## src/inc/cfr_consts.svh

```systemverilog
// Named constants for the front-end control register block.
// Assumes inclusion by bare name from the package and the design files.
// Notes on behaviour
// - The serial configuration port and all registers keep working in every mode, stand-by included.
// - Mode bit 0 at value 0 means active operation and at value 1 means stand-by for all but the port and registers.
// - Polarity bit 0 serves the dummy clamp, bit 1 the black clamp, bit 2 both sample pulses; 0 is active low, 1 active high.
// - Registers hold no useful value until written over the serial port or until reset loads the defaults.
// - Reset loads mode 0, gain code 0010000000, clamp level code 1000 and polarity 000.
// - A ten-bit gain code selects the amplifier gain.
// - A four-bit code selects the optical-black clamp target, with the default standing for 32 LSB.
// - Sampling runs from the two sample pulses and from strobes derived from them; conversion runs from the conversion clock.
// - Each converted word is presented in step with the conversion clock input.
// - The far side asserts the black clamp pulse over optical-black pixels, and the clamp loop is enabled meanwhile.
// - The far side asserts the dummy clamp pulse over dummy pixels, and input clamping is enabled meanwhile.
// - In stand-by the conversion clock, both sample pulses and both clamp pulses are forced high inside.
`ifndef CFR_CONSTS_SVH
`define CFR_CONSTS_SVH

// Serial frame: 4-bit register address then 12 data bits, MSB first
`define CFR_FRAME_BITS 5'h10
`define CFR_ADDR_MSB 15
`define CFR_ADDR_LSB 12
`define CFR_ADDR_MODE 4'h0
`define CFR_ADDR_GAIN 4'h1
`define CFR_ADDR_CLAMP 4'h2
`define CFR_ADDR_POL 4'h3

// Reset values
`define CFR_MODE_RST 3'h0
`define CFR_GAIN_RST 10'h080
`define CFR_CLAMP_RST 4'h8
`define CFR_POL_RST 3'h0

// Field positions
`define CFR_STANDBY_BIT 0
`define CFR_POL_DUMMY_BIT 0
`define CFR_POL_BLACK_BIT 1
`define CFR_POL_SAMPLE_BIT 2

// Synchroniser width: three serial pins plus five pulse pins
`define CFR_SYNC_W 8
`define CFR_PULSE_N 5

`endif

```

## src/inc/cfr_pkg.sv

```systemverilog
// Types shared by the front-end control register block.
// Assumes cfr_consts.svh is reachable on the include path.
`include "cfr_consts.svh"

package cfr_pkg;

  // Timing pulses, one bit each, in a fixed order
  typedef struct packed {
    logic convClk;
    logic refSample;
    logic vidSample;
    logic blackClamp;
    logic dummyClamp;
  } cfr_pulse_type;

  // Configuration registers as one bundle
  typedef struct packed {
    logic [2:0] operatingMode;
    logic [9:0] amplifierGain;
    logic [3:0] blackClampLevel;
    logic [2:0] pulsePolarity;
  } cfr_config_type;

  // Serial receiver states
  typedef enum logic [2:0] {
    CFR_IDLE = 3'b001,
    CFR_SHIFT = 3'b010,
    CFR_COMMIT = 3'b100
  } cfr_rx_state_type;

endpackage

```

## src/rtl/cfr_frontend_ctrl.sv

```systemverilog
// Control registers and timing-pulse conditioning for a CCD front end.
// Assumes serial and pulse pins are asynchronous to clk, and the converter
// word comes from logic on clk. rst is the strobed reset pin.
`timescale 1ns/1ns
`default_nettype none

`include "cfr_consts.svh"

module cfr_frontend_ctrl (
  input wire logic clk,
  input wire logic rst,
  input wire logic serialClk,
  input wire logic serialData,
  input wire logic serialLoadN,
  input wire logic conversionClock,
  input wire logic referenceSamplePulse,
  input wire logic videoSamplePulse,
  input wire logic blackClampPulse,
  input wire logic dummyClampPulse,
  input wire logic [11:0] converterWord,
  output var cfr_pkg::cfr_pulse_type condPulses,
  output logic standbySelect,
  output logic [9:0] amplifierGain,
  output logic [3:0] blackClampLevel,
  output logic clampLoopEnable,
  output logic inputClampEnable,
  output logic refSampleStrobe,
  output logic vidSampleStrobe,
  output logic [11:0] dataOut,
  output logic dataStrobe
);

  // Synchronised pins
  logic [`CFR_SYNC_W-1:0] pinsAsync;
  logic [`CFR_SYNC_W-1:0] pinsSync;
  logic sclkSync;
  logic sdataSync;
  logic loadNSync;
  cfr_pkg::cfr_pulse_type pulseSync;

  // Serial receiver state
  cfr_pkg::cfr_rx_state_type rxState_reg;
  cfr_pkg::cfr_rx_state_type rxState_next;
  logic sclkPrev_reg;
  logic sclkRise;
  logic [15:0] shift_reg;
  logic [4:0] bitCount_reg;

  // Configuration
  cfr_pkg::cfr_config_type config_reg;
  logic standbyNow;

  // Pulse conditioning
  logic [`CFR_PULSE_N-1:0] invertVec;
  logic [`CFR_PULSE_N-1:0] condVec;
  cfr_pkg::cfr_pulse_type condPrev_reg;

  // Every serial and pulse pin crosses two flip-flops before any logic reads it
  assign pinsAsync = {serialClk, serialData, serialLoadN, conversionClock,
    referenceSamplePulse, videoSamplePulse, blackClampPulse, dummyClampPulse};

  cfr_sync2 #(
    .WIDTH(`CFR_SYNC_W)
  ) pinSync (
    .clk(clk),
    .rst(rst),
    .asyncIn(pinsAsync),
    .syncOut(pinsSync)
  );

  // Split the synchronised vector back into named signals
  assign sclkSync = pinsSync[7];
  assign sdataSync = pinsSync[6];
  assign loadNSync = pinsSync[5];
  assign pulseSync = pinsSync[4:0];

  // Serial clock edge, taken from the second synchroniser stage only
  always_ff @(posedge clk or posedge rst)
  begin
    if (rst)
      sclkPrev_reg <= 1'b1; // Matches the synchroniser's reset level: no false edge
    else
      sclkPrev_reg <= sclkSync;
  end

  assign sclkRise = sclkSync & ~sclkPrev_reg;

  // Receiver sequencing; never gated by the mode bit
  always_comb
  begin
    rxState_next = rxState_reg;
    case (rxState_reg)
      cfr_pkg::CFR_IDLE:
      begin
        if (!loadNSync)
          rxState_next = cfr_pkg::CFR_SHIFT;
      end
      cfr_pkg::CFR_SHIFT:
      begin
        // A frame of the wrong length is dropped rather than half applied
        if (loadNSync)
        begin
          if (bitCount_reg == `CFR_FRAME_BITS)
            rxState_next = cfr_pkg::CFR_COMMIT;
          else
            rxState_next = cfr_pkg::CFR_IDLE;
        end
      end
      cfr_pkg::CFR_COMMIT:
      begin
        rxState_next = cfr_pkg::CFR_IDLE;
      end
      default:
      begin
        rxState_next = cfr_pkg::CFR_IDLE;
      end
    endcase
  end

  // State register
  always_ff @(posedge clk or posedge rst)
  begin
    if (rst)
      rxState_reg <= cfr_pkg::CFR_IDLE;
    else
      rxState_reg <= rxState_next;
  end

  // Shift register and bit counter, MSB first on rising serial clock
  always_ff @(posedge clk or posedge rst)
  begin
    if (rst)
    begin
      shift_reg <= 16'h0000;
      bitCount_reg <= 5'h00;
    end
    else if (rxState_reg == cfr_pkg::CFR_IDLE)
    begin
      bitCount_reg <= 5'h00;
    end
    else if (rxState_reg == cfr_pkg::CFR_SHIFT && !loadNSync && sclkRise)
    begin
      shift_reg <= {shift_reg[14:0], sdataSync};
      // Saturate one past a full frame so overlong frames are rejected
      if (bitCount_reg <= `CFR_FRAME_BITS)
        bitCount_reg <= bitCount_reg + 5'h01;
    end
  end

  // Register file; reset is the only way to defaults besides writing each
  always_ff @(posedge clk or posedge rst)
  begin
    if (rst)
    begin
      config_reg.operatingMode <= `CFR_MODE_RST;
      config_reg.amplifierGain <= `CFR_GAIN_RST;
      config_reg.blackClampLevel <= `CFR_CLAMP_RST;
      config_reg.pulsePolarity <= `CFR_POL_RST;
    end
    else if (rxState_reg == cfr_pkg::CFR_COMMIT)
    begin
      // Writes are accepted in stand-by as well
      case (shift_reg[`CFR_ADDR_MSB:`CFR_ADDR_LSB])
        `CFR_ADDR_MODE:
          config_reg.operatingMode <= shift_reg[2:0];
        `CFR_ADDR_GAIN:
          config_reg.amplifierGain <= shift_reg[9:0];
        `CFR_ADDR_CLAMP:
          config_reg.blackClampLevel <= shift_reg[3:0];
        `CFR_ADDR_POL:
          config_reg.pulsePolarity <= shift_reg[2:0];
        default:
          config_reg <= config_reg; // Unknown address: no effect
      endcase
    end
  end

  assign standbyNow = config_reg.operatingMode[`CFR_STANDBY_BIT];

  // Mirror the stored settings for the analog stages
  always_ff @(posedge clk or posedge rst)
  begin
    if (rst)
    begin
      standbySelect <= 1'b0;
      amplifierGain <= `CFR_GAIN_RST;
      blackClampLevel <= `CFR_CLAMP_RST;
    end
    else
    begin
      standbySelect <= standbyNow;
      amplifierGain <= config_reg.amplifierGain;
      blackClampLevel <= config_reg.blackClampLevel;
    end
  end

  // Per-pulse inversion; the conversion clock has no polarity bit
  assign invertVec = {1'b0,
    config_reg.pulsePolarity[`CFR_POL_SAMPLE_BIT],
    config_reg.pulsePolarity[`CFR_POL_SAMPLE_BIT],
    config_reg.pulsePolarity[`CFR_POL_BLACK_BIT],
    config_reg.pulsePolarity[`CFR_POL_DUMMY_BIT]};

  // One conditioner per pulse, all masked together in stand-by
  for (genvar i = 0; i < `CFR_PULSE_N; i++)
  begin : gen_cond
    cfr_pulse_cond pulseCond (
      .clk(clk),
      .rst(rst),
      .pinLevel(pulseSync[i]),
      .activeHigh(invertVec[i]),
      .maskOn(standbyNow),
      .condLevel(condVec[i])
    );
  end

  assign condPulses = condVec;

  // Previous conditioned levels for edge detection
  always_ff @(posedge clk or posedge rst)
  begin
    if (rst)
      condPrev_reg <= '1;
    else
      condPrev_reg <= condPulses;
  end

  // Clamp enables follow the active-low conditioned clamp pulses
  always_ff @(posedge clk or posedge rst)
  begin
    if (rst)
    begin
      clampLoopEnable <= 1'b0;
      inputClampEnable <= 1'b0;
    end
    else
    begin
      clampLoopEnable <= ~condPulses.blackClamp;
      inputClampEnable <= ~condPulses.dummyClamp;
    end
  end

  // Sample strobes mark the start of each active sample window
  always_ff @(posedge clk or posedge rst)
  begin
    if (rst)
    begin
      refSampleStrobe <= 1'b0;
      vidSampleStrobe <= 1'b0;
    end
    else
    begin
      refSampleStrobe <= condPrev_reg.refSample & ~condPulses.refSample;
      vidSampleStrobe <= condPrev_reg.vidSample & ~condPulses.vidSample;
    end
  end

  // Output word taken on the rising conversion clock; held high in
  // stand-by, so no words are issued there
  always_ff @(posedge clk or posedge rst)
  begin
    if (rst)
    begin
      dataOut <= 12'h000;
      dataStrobe <= 1'b0;
    end
    // The mask drives a low clock high on entry to stand-by; without the
    // gate that forced edge would issue a stray word
    else if (!standbySelect && (~condPrev_reg.convClk & condPulses.convClk))
    begin
      dataOut <= converterWord;
      dataStrobe <= 1'b1;
    end
    else
    begin
      dataStrobe <= 1'b0;
    end
  end

endmodule

`default_nettype wire

```

## src/rtl/cfr_pulse_cond.sv

```systemverilog
// One timing-pulse conditioner: polarity correction and stand-by mask.
// Assumes a synchronised input; output is active low, idle high.
`timescale 1ns/1ns
`default_nettype none

module cfr_pulse_cond (
  input wire logic clk,
  input wire logic rst,
  input wire logic pinLevel,
  input wire logic activeHigh,
  input wire logic maskOn,
  output logic condLevel
);

  // Inverting active-high pulses first keeps all later logic on one level
  always_ff @(posedge clk or posedge rst)
  begin
    if (rst)
      condLevel <= 1'b1;
    else if (maskOn)
      condLevel <= 1'b1;
    else
      condLevel <= pinLevel ^ activeHigh;
  end

endmodule

`default_nettype wire

```

## src/rtl/cfr_sync2.sv

```systemverilog
// Two-stage synchroniser for pin inputs.
// Assumes the inputs are asynchronous to clk; only stage two is read outside.
`timescale 1ns/1ns
`default_nettype none

module cfr_sync2 #(
  parameter int WIDTH = 8
) (
  input wire logic clk,
  input wire logic rst,
  input wire logic [WIDTH-1:0] asyncIn,
  output logic [WIDTH-1:0] syncOut
);

  logic [WIDTH-1:0] stageOneReg;

  // Reset to all ones, the idle level of every active-low pin
  always_ff @(posedge clk or posedge rst)
  begin
    if (rst)
    begin
      stageOneReg <= '1;
      syncOut <= '1;
    end
    else
    begin
      stageOneReg <= asyncIn;
      syncOut <= stageOneReg;
    end
  end

endmodule

`default_nettype wire

```

## config.mk

```make
export PLATFORM = sky130hd
export DESIGN_NAME = cfr_frontend_ctrl
export DESIGN_NICKNAME = d
export VERILOG_FILES = /design/src/inc/cfr_pkg.sv /design/src/rtl/cfr_frontend_ctrl.sv /design/src/rtl/cfr_pulse_cond.sv /design/src/rtl/cfr_sync2.sv
export VERILOG_INCLUDE_DIRS = /design/src /design/src/inc
export SDC_FILE = /design/constraint.sdc
export NUM_CORES = 1
export LEC_CHECK = 0
export BUFFER_PORTS_ARGS = -buffer_cell sky130_fd_sc_hd__buf_2
export CAP_MARGIN = 0
export CORE_ASPECT_RATIO = 2
export CORE_MARGIN = 5
export CORE_UTILIZATION = 62
export CTS_BUF_LIST = sky130_fd_sc_hd__clkbuf_8
export CTS_CLUSTER_DIAMETER = 120
export DETAILED_ROUTE_END_ITERATION = 8
export PLACE_DENSITY = 0.86
export REMOVE_ABC_BUFFERS = 1
export SLEW_MARGIN = 20
export SYNTH_ARGS = -nofsm -noshare
export SYNTH_HDL_FRONTEND = slang
export SYNTH_HIERARCHICAL = 1
export SYNTH_SLANG_ARGS = --single-unit
```

## constraint.sdc

```tcl
create_clock -name clk -period 3.33 [get_ports clk]
set_input_delay 0.333 -clock clk [delete_from_list [all_inputs] [get_ports clk]]
set_output_delay 0.333 -clock clk [all_outputs]
set_load 0.03 [all_outputs]
```

[After elaboration in Yosys (flattened, before gate mapping)]
Cells that the tools add are included.
Cells by class
  reductions and logical operators: 15
  $add $sub $neg: 1
  eq/ne operators: 9
  multipliers: 0
  magnitude comparators: 1
  div/mod/pow operators: 0
  muxes and demuxes: 13
  shift operators: 0
  bitwise operators: 15
Operators by type and width (count)
  5-bit 2-to-1 mux: 3
  2-bit AND reduction: 7
  3-bit 2-to-1 mux: 3
  4-bit by 2-bit == test with 1-bit output (second input constant): 2
  1-bit inverter: 7
  1-bit 2-to-1 mux: 6
  3-bit case mux with 2 select lines: 1
  5-bit by 1-bit adder with 5-bit output (second input constant): 1
  5-bit == test (second input constant): 1
  5-bit <= comparator (second input constant): 1
  1-bit AND: 4
  4-bit by 1-bit == test with 1-bit output (second input constant): 1
  4-bit zero test: 1
  2-bit nonzero test: 2
  1-bit XOR: 4
  3-bit by 1-bit == test with 1-bit output (second input constant): 1
  3-bit by 2-bit == test with 1-bit output (second input constant): 1
  3-bit == test (second input constant): 1
  1-bit logical AND: 3
  1-bit zero test: 2
  2-bit by 1-bit != test with 1-bit output (second input constant): 1
  2-bit != test (second input constant): 1
Word-level totals
  bits in latches: 0
  flip-flop bits (word level): 99
  memories: 0
  bits in read-only memories: 0
  memory bits (writable): 0

[Depth between registers and ports, before layout]
Gate-level depths: netlist of the first run.
  depth in word-level cells: 5
  depth in mapped cells: 5

[By module]
The synthesis of the first run kept the hierarchy.
Modules (own cells, without submodules)
  cfr_frontend_ctrl: cells each 175, instances 1, area an instance 2876.5 µm²
  cfr_sync2: cells each 17, instances 1, area an instance 424.2 µm²
  cfr_pulse_cond: cells each 4, instances 5, area an instance 45.0 µm²

[Worst setup path before layout of the first run]
OpenSTA, ideal clock, no wires.
  path kind: reg-to-reg
  start: reg rxState_reg[1]
  end: reg config_reg[10] (netlist name)
  library setup time: 0.125 ns
  clock period less this slack: 1.981 ns
  arrival time: 1.856 ns
  cell stages (with the launch flop): 5
  path slack: 1.349 ns
  path through: dfrtp_1 > or4b_4 > or4b_4 > buf_6 > mux2_4
On the way
  longest elaborated chain between the ends: 2
RTL lines
  start: declaration: line cfr_frontend_ctrl.sv:42  | cfr_pkg::cfr_rx_state_type rxState_reg;
  start signal: assignment: line cfr_frontend_ctrl.sv:124  | rxState_reg <= cfr_pkg::CFR_IDLE;
  start signal: assignment: line cfr_frontend_ctrl.sv:126  | rxState_reg <= rxState_next;
  3-bit == test: line cfr_frontend_ctrl.sv:160  | else if (rxState_reg == cfr_pkg::CFR_COMMIT)
  2-bit AND reduction (no line)
  end signal: assignment: line cfr_frontend_ctrl.sv:173  | config_reg <= config_reg;
  end: declaration: line cfr_frontend_ctrl.sv:50  | cfr_pkg::cfr_config_type config_reg;
No other way between the ends.
A chain may end at the register's enable or synchronous reset.

[Worst setup path in the final report of the first run]
  start: reg rxState_reg[1]
  end: reg config_reg[8] (netlist name)
The elaborated chain is that of the path after synthesis.

==> summary.log, run 1 <==
INFO  synth          avgSynthCellArea=16.6µm²
INFO  drt            drtPass1Iterations=2
INFO  timing         relSlewSlack=38.2%
INFO  synth          synth_instances=212
INFO  synth          synth_seq_area_share=71.3%
INFO  power          fin_total_pwr=2.31mW
INFO  drt            drc=0
INFO  power          power_leakage=2.05nW
INFO  finish         flip_flop_count_of_the_largest_register_all_copies_and_words_added=18
INFO  finish         most_frequent_cells_in_the_layout=69 x sky130_fd_sc_hd__dfrtp_1, 58 x sky130_fd_sc_hd__buf_2, 36 x sky130_fd_sc_hd__mux2_2
INFO  clocking       cts.htree.levels=3
INFO  setup_path     reg2reg_setup_slack=1.27ns
INFO  drt            routed_wirelength=4810µm
INFO  drt            antenna_violating_nets_post_route=0
INFO  synth          netlist_area=3530µm²
INFO  finish         layout-drive-gt1-share=55.6%
INFO  clocking       post_cts.repair.setup_buffers=0
INFO  timing         min_period=2.06ns
INFO  timing         maxClockFrequency=485MHz
INFO  setup_path     cp_num_buf_inv=0
INFO  setup_path     data_arrival_critical_path=2.31ns
INFO  synth          synth_largest_area_cell=sky130_fd_sc_hd__dfrtp_1
INFO  setup_path     worst-setup-path-type=flip-flop to flip-flop
INFO  floorplan      row_count=39
INFO  synth          post_synth_top_area_share=49.0%
INFO  drt            drt_first_iter_violations=40
INFO  setup_path     critical_path.most_common_cell=sky130_fd_sc_hd__or4b_4
INFO  global_routing vias_in_the_first_global_route=1878
INFO  timing         worstMarginPinSlew=0.923ns
INFO  timing         fin_crit_sh=62.0%
INFO  timing         rsz0062_at_grt=no
INFO  timing         report.final.slew_viol_count=0
INFO  finish         design.final.nets=303
INFO  global_routing grt_max_degree=57
INFO  finish         mostFrequentLayoutCell=sky130_fd_sc_hd__dfrtp_1
INFO  setup_path     critical_path.cell_chain=or4b_4 > or4b_4 > mux2_4
INFO  drt            via_to_cell_ratio=5.21
INFO  floorplan      design.core.area=5610µm²
INFO  timing         report.final.setup_viol=0
INFO  synth          synth_cell_types=31
INFO  synth          ys_seq_elements=99
INFO  placement      gp_congestion=0.761
INFO  timing         post-route-worst-setup-slack=1.27ns
INFO  floorplan      die_height=117µm
INFO  placement      dp_slack=1.29ns
INFO  clocking       clk_pin_slew=0.08ns
INFO  synth          yosysWarnings=6
INFO  flow_run       drv.max_cap_violation_count=0
INFO  run_status     run_status=completed
INFO  global_routing grt_pass1_wl=8190µm
INFO  timing         final.setup.tns=0ns
INFO  clocking       cts_num_sinks=99
INFO  timing         hold_viol=0
INFO  drt            final_routed_wire_length_divided_by_cell_count=13.9µm
INFO  finish         diodes=0
INFO  clocking       worst_skew_pair.late_latency=0.36ns
INFO  global_routing final_global_route_overflow_total=0
INFO  clocking       cts_buffers=9
INFO  setup_path     cpPeakStageDelay=0.63ns
INFO  floorplan      io_pins=59
INFO  power          p_per_area=570nW/µm²
INFO  timing         whs=0.0651ns
INFO  power          power.ir.vdd_worst=558µV
INFO  clocking       hold_buffers=1
INFO  timing         clock-skew-final=0.00586ns
INFO  setup_path     critPathMaxFanout=10
INFO  setup_path     critical_path.top_delay_family=simple AND/OR/NAND/NOR gates
INFO  setup_path     crit_path_top_delay_cell=sky130_fd_sc_hd__or4b_4
INFO  clocking       tritoncts=yes
INFO  clocking       cts_resized=0
INFO  setup_path     setup.worst_path.end_class=flip-flop
INFO  placement      port_buffers=58
INFO  setup_path     required=3.57ns
INFO  clocking       cts.root.buffer_cell=sky130_fd_sc_hd__clkbuf_8
INFO  worst_hold_path hold_wc_path_type=input pin to flip-flop
INFO  drt            via_count=1796
INFO  floorplan      die_width=63.3µm
INFO  finish         flow.area_growth_from_synthesis=15.2%
INFO  setup_path     worstSetupStartpointType=flip-flop
INFO  global_routing antenna_violations_before_repair=0
INFO  global_routing gr-usage-all-layers=14.5%
INFO  placement      hpwl=3450µm
INFO  floorplan      die-area=7390µm²
INFO  clocking       clockBufferDepth=2
INFO  floorplan      floorplan.initialDensity=62.8%
INFO  synth          post_synth_main_area_contributors=sky130_fd_sc_hd__dfrtp_1 49%, sky130_fd_sc_hd__dfstp_2 22%, sky130_fd_sc_hd__mux2_2 11%, sky130_fd_sc_hd__mux2_4 4.3%, sky130_fd_sc_hd__xnor2_1 1.5%
==> per-layer routing <==
layer  global-route usage [%]  wire length [µm]  vias to the layer above
li1                         -                 -                      859
met1                     16.1              1790                      883
met2                     24.4              2580                       43
met3                     3.56               282                       11
met4                     9.71               151                        0
met5                        0                 0                        -
==> cell usage after synthesis (all sizes together) <==
master / n
nor3b: 3
nand4b: 1
nand3: 1
dfstp: 30
nand2b: 6
dfrtp: 69
nor3: 3
xnor2: 6
a211oi: 1
and4: 1
nor4: 1
mux2: 46
o21a: 1
conb: 1
clkbuf: 2
o31ai: 1
nor2b: 2
mux2i: 3
o311ai: 1
inv: 12
buf: 3
or3b: 4
or4b: 3
a31oi: 1
a2111oi: 1
or2: 1
nand2: 6
ha: 2
==> metrics by stage <==
stage               area, µm²  cells  util (%)
floorplan                3490    207         -
global placement         3880    328      69.1
detailed placement       3880    328      69.1
CTS                      4060    345      72.4
global route             4060    345      72.4
finish                   4060    345      72.4
==> worst register-to-register path, cell delays in order (launching register included) <==
cell and delay [ns]:
sky130_fd_sc_hd__dfrtp_1 0.43, sky130_fd_sc_hd__or4b_4 0.56, sky130_fd_sc_hd__or4b_4 0.63, sky130_fd_sc_hd__mux2_4 0.34
==> path summary, 6_finish.rpt <==
check / end / cells after the start / from
min in group asynchronous: gen_cond[4].pulseCond/condLevel / 3 / rst
min reg2reg: pinSync/syncOut[6] / 0 / pinSync/stageOneReg[6]
max reg2reg: config_reg[8] / 3 / rxState_reg[1]
max in group asynchronous: condPrev_reg[4] / 4 / rst
max: config_reg[8] / 3 / rxState_reg[1]
min: pinSync/stageOneReg[3] / 1 / referenceSamplePulse
==> cell families after synthesis <==
group / after synthesis / share of synthesized area [%]
xor+xnor: 6 / 1.49
flops: 99 / 71.3
compound gates: 6 / 1.31
other cells: 1 / 0.106
fa+ha+maj: 2 / 0.710
buf+inv: 17 / 2.27
mux: 49 / 16.6
simple gates: 32 / 6.17
==> area by class of cell <==
cell class | instances | area, µm²
fillers | 379 | 1550
flip-flops and latches | 99 | 2510
clock buffers | 11 | 151
clock inverters | 5 | 21.3
inverters | 12 | 46.3
multi-input cells | 96 | 936
well taps | 61 | 76.3
repair buffers | 61 | 315
==> report_power, final <==
group	internal [mW]	switching (mW)	leakage [nW]
Clock	0.302	0.357	0.103
Combinational	0.117	0.190	0.708
Sequential	1.30	0.0517	1.24
Total	1.72	0.599	2.05
Power figures use the tool's default switching activity.
==> run 2: changes to the inputs <==
- ABC_AREA: not set -> 1
- CORE_UTILIZATION: 62 -> 58
- PLACE_DENSITY: 0.86 -> 0.81
- clock period: 3.33 -> 2 ns (I/O delays scaled with it)
==> run 2 against run 1 <==
Effect of this change:
- first-iteration DRC count rose to 3.3 times the previous value
- cell count is 50% higher
- synthesized cell count grew 66%
- wire length rose by 29%
- register-to-register slack worse by 0.70 ns
- via count increased by 40%
- count of clock-buffer cells in the layout is the same
- fmax rose by 44%
- sequential cell count unchanged
- area after synthesis rose by 4.2%
- hold slack worse by 0.025 ns
- combinational power rose by 19%
- critical endpoint is now bitCount_reg[3]
- largest power group unchanged
==> summary.log, run 2 <==
INFO  floorplan      die_width=66.3µm [was 63.3 µm]
INFO  timing         relSlewSlack=63.3% [was 38.2%]
INFO  power          power_leakage=2.35nW [was 2.05 nW]
INFO  global_routing gr-usage-all-layers=17.8% [was 14.5%]
INFO  drt            via_count=2507 [was 1796]
INFO  drt            routed_wirelength=6230µm [was 4810 µm]
INFO  clocking       cts.root.buffer_cell=sky130_fd_sc_hd__clkbuf_8 [unchanged]
INFO  placement      gp_congestion=0.780 [was 0.761]
INFO  finish         utilization=69.1% [was 72.4%]
INFO  placement      detailed_place.area=4060µm² [was 3880 µm²]
INFO  timing         final.setup.tns=0ns [unchanged]
INFO  worst_hold_path min-delay-start=converterWord[7] [was referenceSamplePulse]
INFO  clocking       clk_pin_slew=0.08ns [about the same]
INFO  finish         mostFrequentLayoutCell=sky130_fd_sc_hd__nand2_1 [was sky130_fd_sc_hd__dfrtp_1]
INFO  finish         layout.cell_area.non_filler=4320µm² [was 4060 µm²]
INFO  finish         filler_cells_inserted=495 [was 379]
INFO  drt            via_to_cell_ratio=4.86 [was 5.21]
INFO  worst_hold_path hold_wc_path_type=input pin to flip-flop [unchanged]
INFO  clocking       cts_buffers=9 [unchanged]
INFO  timing         fin_crit_sh=71.6% [was 62.0%]
INFO  finish         most_frequent_cells_in_the_layout=132 x sky130_fd_sc_hd__nand2_1, 69 x sky130_fd_sc_hd__dfrtp_1, 58 x sky130_fd_sc_hd__buf_2 [was 69 x sky130_fd_sc_hd__dfrtp_1, 58 x sky130_fd_sc_hd__buf_2, 36 x sky130_fd_sc_hd__mux2_2]
INFO  timing         rsz0062_at_grt=no [unchanged]
INFO  clocking       worst_skew_pair.late_latency=0.36ns [about the same]
INFO  placement      dp_slack=0.580ns [was 1.29 ns]
INFO  placement      port_buffers=58 [unchanged]
INFO  drt            antenna_violating_nets_post_route=0 [unchanged]
INFO  finish         diodes=0 [unchanged]
INFO  synth          list_of_most_frequent_post_synthesis_cells=132 x sky130_fd_sc_hd__nand2_1, 69 x sky130_fd_sc_hd__dfrtp_1, 38 x sky130_fd_sc_hd__inv_1 [was 69 x sky130_fd_sc_hd__dfrtp_1, 36 x sky130_fd_sc_hd__mux2_2, 30 x sky130_fd_sc_hd__dfstp_2]
INFO  timing         min_period=1.43ns [was 2.06 ns]
INFO  clocking       cts_num_sinks=99 [unchanged]
INFO  synth          netlist_area=3670µm² [was 3530 µm²]
INFO  floorplan      row_count=41 [was 39]
INFO  setup_path     r2r_start=pinSync/syncOut[7] [was rxState_reg[1]]
INFO  flow_run       drv.max_cap_violation_count=0 [unchanged]
INFO  setup_path     critical_path.reg2reg.endpoint=bitCount_reg[3] [was config_reg[8]]
INFO  run_status     run_status=completed [unchanged]
INFO  synth          yosysWarnings=6 [unchanged]
INFO  finish         layout-drive-gt1-share=27.7% [was 55.6%]
INFO  setup_path     data_arrival_critical_path=1.68ns [was 2.31 ns]
INFO  synth          ys_seq_elements=99 [unchanged]
INFO  placement      hpwl=4460µm [was 3450 µm]
INFO  placement      cells_after_dpl=492 [was 328]
INFO  drt            final_routed_wire_length_divided_by_cell_count=12.1µm [was 13.9 µm]
INFO  floorplan      die_height=123µm [was 117 µm]
INFO  synth          post_synth_main_area_contributors=sky130_fd_sc_hd__dfrtp_1 47%, sky130_fd_sc_hd__dfstp_2 21%, sky130_fd_sc_hd__nand2_1 13%, sky130_fd_sc_hd__nand3_1 4.1%, sky130_fd_sc_hd__inv_1 3.9% [was sky130_fd_sc_hd__dfrtp_1 49%, sky130_fd_sc_hd__dfstp_2 22%, sky130_fd_sc_hd__mux2_2 11%, sky130_fd_sc_hd__mux2_4 4.3%, sky130_fd_sc_hd__xnor2_1 1.5%]
INFO  clocking       cts_resized=0 [unchanged]
INFO  timing         report.final.setup_viol=0 [unchanged]
INFO  power          fin_total_pwr=3.63mW [was 2.31 mW]
INFO  worst_hold_path holdPathEnd=dataOut[7] [was pinSync/stageOneReg[3]]
INFO  drt            drc=0 [unchanged]
INFO  drt            drt_first_iter_violations=133 [was 40]
INFO  global_routing antenna_violations_before_repair=0 [unchanged]
INFO  timing         whs=0.0397ns [was 0.0651 ns]
INFO  setup_path     worstSetupStartpointType=flip-flop [unchanged]
INFO  clocking       tritoncts=yes [unchanged]
INFO  finish         finish.cell_count_without_fillers=516 [was 345]
INFO  synth          synth_seq_area_share=68.5% [was 71.3%]
INFO  setup_path     worstRegToRegCells=5 [was 3]
INFO  timing         report.final.slew_viol_count=0 [unchanged]
INFO  finish         flow.area_growth_from_synthesis=17.7% [was 15.2%]
INFO  synth          synth_cell_types=25 [was 31]
INFO  finish         flip_flop_count_of_the_largest_register_all_copies_and_words_added=18 [unchanged]
INFO  floorplan      io_pins=59 [unchanged]
INFO  setup_path     reg2reg_setup_slack=0.57ns [was 1.27 ns]
INFO  global_routing final_global_route_overflow_total=0 [unchanged]
INFO  synth          synth_enable_flop_cells=0 [unchanged]
INFO  synth          ys_flop_type=sky130_fd_sc_hd__dfrtp_1 [unchanged]
INFO  global_routing grt_pass1_wl=10900µm [was 8190 µm]
INFO  floorplan      design.core.area=6260µm² [was 5610 µm²]
INFO  timing         clock-skew-final=0.00453ns [was 0.00586 ns]
INFO  timing         hold_viol=0 [unchanged]
INFO  setup_path     setup.worst_path.end_class=flip-flop [unchanged]
INFO  synth          post-synth-top-count-cell=sky130_fd_sc_hd__nand2_1 [was sky130_fd_sc_hd__dfrtp_1]
INFO  setup_path     worst-setup-path-type=flip-flop to flip-flop [unchanged]
INFO  worst_hold_path min_path_cells=3 [was 1]
INFO  floorplan      die-area=8120µm² [was 7390 µm²]
INFO  clocking       cts.htree.levels=3 [unchanged]
INFO  timing         post-route-worst-setup-slack=0.568ns [was 1.27 ns]
INFO  power          power.ir.vdd_worst=710µV [was 558 µV]
INFO  drt            drtPass1Iterations=4 [was 2]
INFO  clocking       clockBufferDepth=2 [unchanged]
INFO  floorplan      floorplan.initialDensity=58.7% [was 62.8%]
INFO  timing         maxClockFrequency=698MHz [was 485 MHz]
INFO  finish         design.final.nets=450 [was 303]
INFO  timing         worstMarginPinSlew=0.549ns [was 0.923 ns]
INFO  synth          synth_largest_area_cell=sky130_fd_sc_hd__dfrtp_1 [unchanged]
INFO  setup_path     critPathMaxFanout=25 [was 10]
INFO  global_routing grt_max_degree=40 [was 57]
INFO  synth          synth_instances=352 [was 212]
INFO  power          p_per_area=839nW/µm² [was 570 nW/µm²]
INFO  synth          avgSynthCellArea=10.4µm² [was 16.6 µm²]
INFO  synth          async_reset_ff_share=100% [unchanged]
INFO  global_routing vias_in_the_first_global_route=2570 [was 1878]
INFO  setup_path     required=2.25ns [was 3.57 ns]
INFO  synth          post_synth_top_area_share=47.0% [was 49.0%]
-- run 2: worst max-delay path by stage --
stage / startpoint / endpoint / slack, ns / cells after the start
2_1_floorplan: rst / amplifierGain[0] / -0.18 / 1
6_report: pinSync/syncOut[7] / bitCount_reg[3] / 0.57 / 5
4_1_cts: pinSync/syncOut[5] / bitCount_reg[2] / 0.56 / 7
3_3_place_gp: pinSync/syncOut[5] / bitCount_reg[2] / 0.63 / 7
3_5_place_dp: pinSync/syncOut[5] / bitCount_reg[2] / 0.58 / 7
5_1_grt: pinSync/syncOut[5] / bitCount_reg[2] / 0.44 / 7
-- run 2: kinds of logic (layout without fill, tap and decap cells) --
| logic type | count (synthesis) | after routing | share of synthesized area [%] |
|---|---|---|---|
| other | 1 | 2 | 0.102 |
| XOR/XNOR | 1 | 1 | 0.238 |
| AND/OR/NAND/NOR | 191 | 191 | 23.4 |
| buffers and inverters | 49 | 126 | 5.93 |
| AO/OA/AOI/OAI | 9 | 9 | 1.23 |
| adder cells (fa/ha/maj) | 2 | 2 | 0.681 |
| flip-flops | 99 | 99 | 68.5 |
-- run 2: timing repair --
item,CTS,global route
endpoints found under the hold margin,26,0
setup buffers,0,0
hold buffers,9,0
-- run 2: final cells by class --
class / count / area [µm²] / share of cell area (%)
repair buffers: 71 / 435 / 10.1
multi-input cells: 205 / 945 / 21.8
well taps: 86 / 108 / 2.49
clock inverters: 4 / 20.0 / 0.463
inverters: 40 / 150 / 3.47
clock buffers: 11 / 151 / 3.50
flip-flops and latches: 99 / 2510 / 58.2
-- run 2: layer usage --
| layer | up-vias | part of all wire (%) | global-route usage, % |
|---|---|---|---|
| met4 | 0 | 1.7 | 8.91 |
| met3 | 7 | 4.7 | 4.95 |
| met2 | 62 | 56 | 31.9 |
| li1 | 1225 | - | - |
| met5 | - | 0 | 0 |
| met1 | 1213 | 37 | 18.2 |
-- run 2: power breakdown --
part / leakage, nW / total (mW) / internal [mW] / switching [mW]
Combinational: 1.00 / 0.364 / 0.110 / 0.253
Sequential: 1.25 / 2.16 / 2.11 / 0.0511
Clock: 0.0992 / 1.10 / 0.502 / 0.599
-- run 2: critical path, stage by stage (launching register included) --
cell and delay (ns):
sky130_fd_sc_hd__dfstp_2 0.54, sky130_fd_sc_hd__nand2_1 0.14, sky130_fd_sc_hd__nor2_8 0.33, sky130_fd_sc_hd__nand2_2 0.15, sky130_fd_sc_hd__nand3_1 0.10, sky130_fd_sc_hd__nand2_1 0.06
==> run 3: changes to the inputs <==
- CORE_UTILIZATION: 58 -> 52
- PLACE_DENSITY: 0.81 -> 0.76
- clock period: 2 -> 1.2 ns (I/O delays scaled with it)
==> run 3 against run 2 <==
Effect of this change:
- highest routed layer unchanged
- non-clock buffer count is 46 higher
- register-to-register slack got worse by 0.70 ns
- clock power rose by 75%
- global-route usage fell by 0.77 points
- fmax is 7.2% higher
- hold slack better by 0.32 ns
- first-iteration DRC count rose by 47%
- count of clock-buffer cells in the layout stayed put
- final area rose by 17%
- sequential share of layout area is 8.6 points lower
- the run now ends with setup timing left
- die area increased by 10%
- clock skew increased by 0.0041 ns
==> summary.log, run 3 (synthesis results as in run 2) <==
INFO  run_status     run_status=complete, but fails checks [was completed]
INFO  run_status     failing_checks=setup timing
INFO  worst_hold_path hold_wc_path_type=flip-flop to flip-flop [was input pin to flip-flop]
INFO  floorplan      die_width=69.4µm [was 66.3 µm]
INFO  timing         report.final.setup_viol=40 [was 0]
INFO  placement      cells_after_dpl=516 [was 492]
INFO  placement      hpwl=4620µm [was 4460 µm]
INFO  clocking       cts_num_sinks=99 [unchanged]
INFO  setup_path     critical_path.cell_chain=inv_2 > or3_4 > buf_6 > nand2_2 > nand2_1 [was nand2_1 > nor2_8 > nand2_2 > nand3_1 > nand2_1]
INFO  clocking       worst_skew_pair.late_latency=0.36ns [about the same]
INFO  worst_hold_path min_path_cells=0 [was 3]
INFO  timing         min_period=1.34ns [was 1.43 ns]
INFO  global_routing antenna_violations_before_repair=0 [unchanged]
INFO  power          p_per_area=1250nW/µm² [was 839 nW/µm²]
INFO  setup_path     critical_path.top_delay_family=flip-flops [was simple AND/OR/NAND/NOR gates]
INFO  worst_hold_path min-delay-start=pinSync/stageOneReg[4] [was converterWord[7]]
INFO  setup_path     cp_num_buf_inv=2 [was 0]
INFO  global_routing final_global_route_overflow_total=0 [unchanged]
INFO  drt            drtPass1Iterations=4 [unchanged]
INFO  finish         layout-drive-gt1-share=45.0% [was 27.7%]
INFO  floorplan      floorplan.initialDensity=52.9% [was 58.7%]
INFO  timing         post-route-worst-setup-slack=-0.136ns [was 0.568 ns]
INFO  finish         diodes=0 [unchanged]
INFO  timing         maxClockFrequency=748MHz [was 698 MHz]
INFO  floorplan      io_pins=59 [unchanged]
INFO  global_routing grt_max_degree=62 [was 40]
INFO  setup_path     worst-setup-path-type=flip-flop to flip-flop [unchanged]
INFO  drt            via_to_cell_ratio=4.85 [was 4.86]
INFO  setup_path     reg2reg_setup_slack=-0.14ns [was 0.57 ns]
INFO  placement      port_buffers=58 [unchanged]
INFO  timing         clock-skew-final=0.00865ns [was 0.00453 ns]
INFO  timing         hold_viol=0 [unchanged]
INFO  drt            final_routed_wire_length_divided_by_cell_count=13.4µm [was 12.1 µm]
INFO  finish         mostFrequentLayoutCell=sky130_fd_sc_hd__nand2_1 [unchanged]
INFO  finish         flow.area_growth_from_synthesis=38.0% [was 17.7%]
INFO  drt            antenna_violating_nets_post_route=0 [unchanged]
INFO  power          power_leakage=2.70nW [was 2.35 nW]
INFO  placement      gp_congestion=0.811 [was 0.780]
INFO  timing         report.final.slew_viol_count=0 [unchanged]
INFO  setup_path     required=1.46ns [was 2.25 ns]
INFO  drt            via_count=2757 [was 2507]
INFO  global_routing gr-usage-all-layers=17.0% [was 17.8%]
INFO  finish         layout.cell_area.non_filler=5070µm² [was 4320 µm²]
INFO  power          power.ir.vdd_worst=897µV [was 710 µV]
INFO  finish         utilization=73.1% [was 69.1%]
INFO  drt            drt_first_iter_violations=196 [was 133]
INFO  setup_path     cpPeakStageDelay=0.56ns [was 0.54 ns]
INFO  timing         fin_crit_sh=111% [was 71.6%]
INFO  setup_path     critPathMaxFanout=7 [was 25]
INFO  finish         finish.cell_count_without_fillers=568 [was 516]
INFO  placement      detailed_place.area=4220µm² [was 4060 µm²]
INFO  clocking       cts_buffers=9 [unchanged]
INFO  drt            routed_wirelength=7600µm [was 6230 µm]
INFO  floorplan      die_height=129µm [was 123 µm]
INFO  setup_path     setup.worst_path.end_class=flip-flop [unchanged]
INFO  setup_path     worstRegToRegCells=5 [unchanged]
INFO  finish         most_frequent_cells_in_the_layout=95 x sky130_fd_sc_hd__nand2_1, 69 x sky130_fd_sc_hd__dfrtp_1, 51 x sky130_fd_sc_hd__buf_2 [was 132 x sky130_fd_sc_hd__nand2_1, 69 x sky130_fd_sc_hd__dfrtp_1, 58 x sky130_fd_sc_hd__buf_2]
INFO  clocking       clockBufferDepth=2 [unchanged]
INFO  drt            drc=0 [unchanged]
INFO  setup_path     crit_path_top_delay_cell=sky130_fd_sc_hd__dfstp_2 [unchanged]
INFO  clocking       cts.root.buffer_cell=sky130_fd_sc_hd__clkbuf_8 [unchanged]
INFO  global_routing vias_in_the_first_global_route=2665 [was 2570]
INFO  finish         flip_flop_count_of_the_largest_register_all_copies_and_words_added=18 [unchanged]
INFO  timing         rsz0062_at_grt=yes [was no]
INFO  timing         worstMarginPinSlew=0.525ns [was 0.549 ns]
INFO  setup_path     r2r_start=gen_cond[4].pulseCond/condLevel [was pinSync/syncOut[7]]
INFO  global_routing grt_pass1_wl=12000µm [was 10900 µm]
INFO  setup_path     worstSetupStartpointType=flip-flop [unchanged]
INFO  placement      dp_slack=-0.128ns [was 0.580 ns]
INFO  floorplan      die-area=8950µm² [was 8120 µm²]
INFO  clocking       tritoncts=yes [unchanged]
INFO  clocking       cts.htree.levels=3 [unchanged]
INFO  worst_hold_path holdPathEnd=pinSync/syncOut[4] [was dataOut[7]]
INFO  floorplan      row_count=43 [was 41]
INFO  setup_path     data_arrival_critical_path=1.59ns [was 1.68 ns]
INFO  finish         design.final.nets=497 [was 450]
INFO  timing         relSlewSlack=64.9% [was 63.3%]
INFO  flow_run       drv.max_cap_violation_count=0 [unchanged]
INFO  setup_path     critical_path.reg2reg.endpoint=dataOut[6] [was bitCount_reg[3]]
INFO  clocking       clk_pin_slew=0.09ns [was 0.08 ns]
INFO  floorplan      design.core.area=6940µm² [was 6260 µm²]
run 3: cell count changes in the layout (fill, tap and decap cells not counted), sizes merged:
cell	before	now
buf	62	96
inv	43	42
dlygate4sd3	9	21
nand2	136	137
clkinv	1	3
run 3: worst max path at each step:
stage | startpoint | cells after the start | slack, ns | end
CTS | gen_cond[4].pulseCond/condLevel | 5 | -0.11 | dataOut[11]
finish | gen_cond[4].pulseCond/condLevel | 5 | -0.14 | dataOut[6]
global route | shift_reg[14] | 6 | -0.22 | config_reg[12]
floorplan | rst | 1 | -0.90 | amplifierGain[0]
detailed placement | gen_cond[4].pulseCond/condLevel | 5 | -0.13 | dataOut[2]
global placement | gen_cond[4].pulseCond/condLevel | 5 | -0.07 | dataOut[8]
run 3: metrics by stage:
stage / hold WS [ns] / TNS, ns / power (mW)
2_1_floorplan: 0.00970 / -75.97 / 4.04
3_3_place_gp: 0.182 / -1.20 / 4.27
3_5_place_dp: 0.182 / -2.74 / 4.30
4_1_cts: 0.353 / -1.30 / 6.33
5_1_grt: 0.361 / -6.25 / 6.64
6_report: 0.358 / -3.37 / 6.34
run 3: cell type report:
class / instances / area [µm²]
clock inverters: 5 / 30.0
fillers: 442 / 1870
well taps: 90 / 113
flip-flops and latches: 99 / 2510
repair buffers: 117 / 916
inverters: 40 / 155
clock buffers: 11 / 151
multi-input cells: 206 / 1190
run 3: where the power goes:
| group | total, mW | leakage [nW] | internal [mW] | switching (mW) |
|---|---|---|---|---|
| logic | 0.782 | 1.35 | 0.293 | 0.488 |
| clock network | 1.92 | 0.102 | 0.856 | 1.06 |
| registers | 3.64 | 1.25 | 3.52 | 0.115 |
run 3: what timing repair did:
item,CTS,global route
endpoints found under the setup margin,59,57
hold buffers,21,0
gates resized for setup,32,77
cloned,0,1
pin swaps,4,36
setup buffers,4,10
hold endpoints to repair,94,0
run 3: metal layers:
layer	vias to the layer above	part of all wire, %	global-route usage, %
li1	1322	-	-
met2	82	58	32.0
met5	-	0	0
met1	1336	34	16.8
met4	0	3.1	9.55
met3	17	4.6	3.83
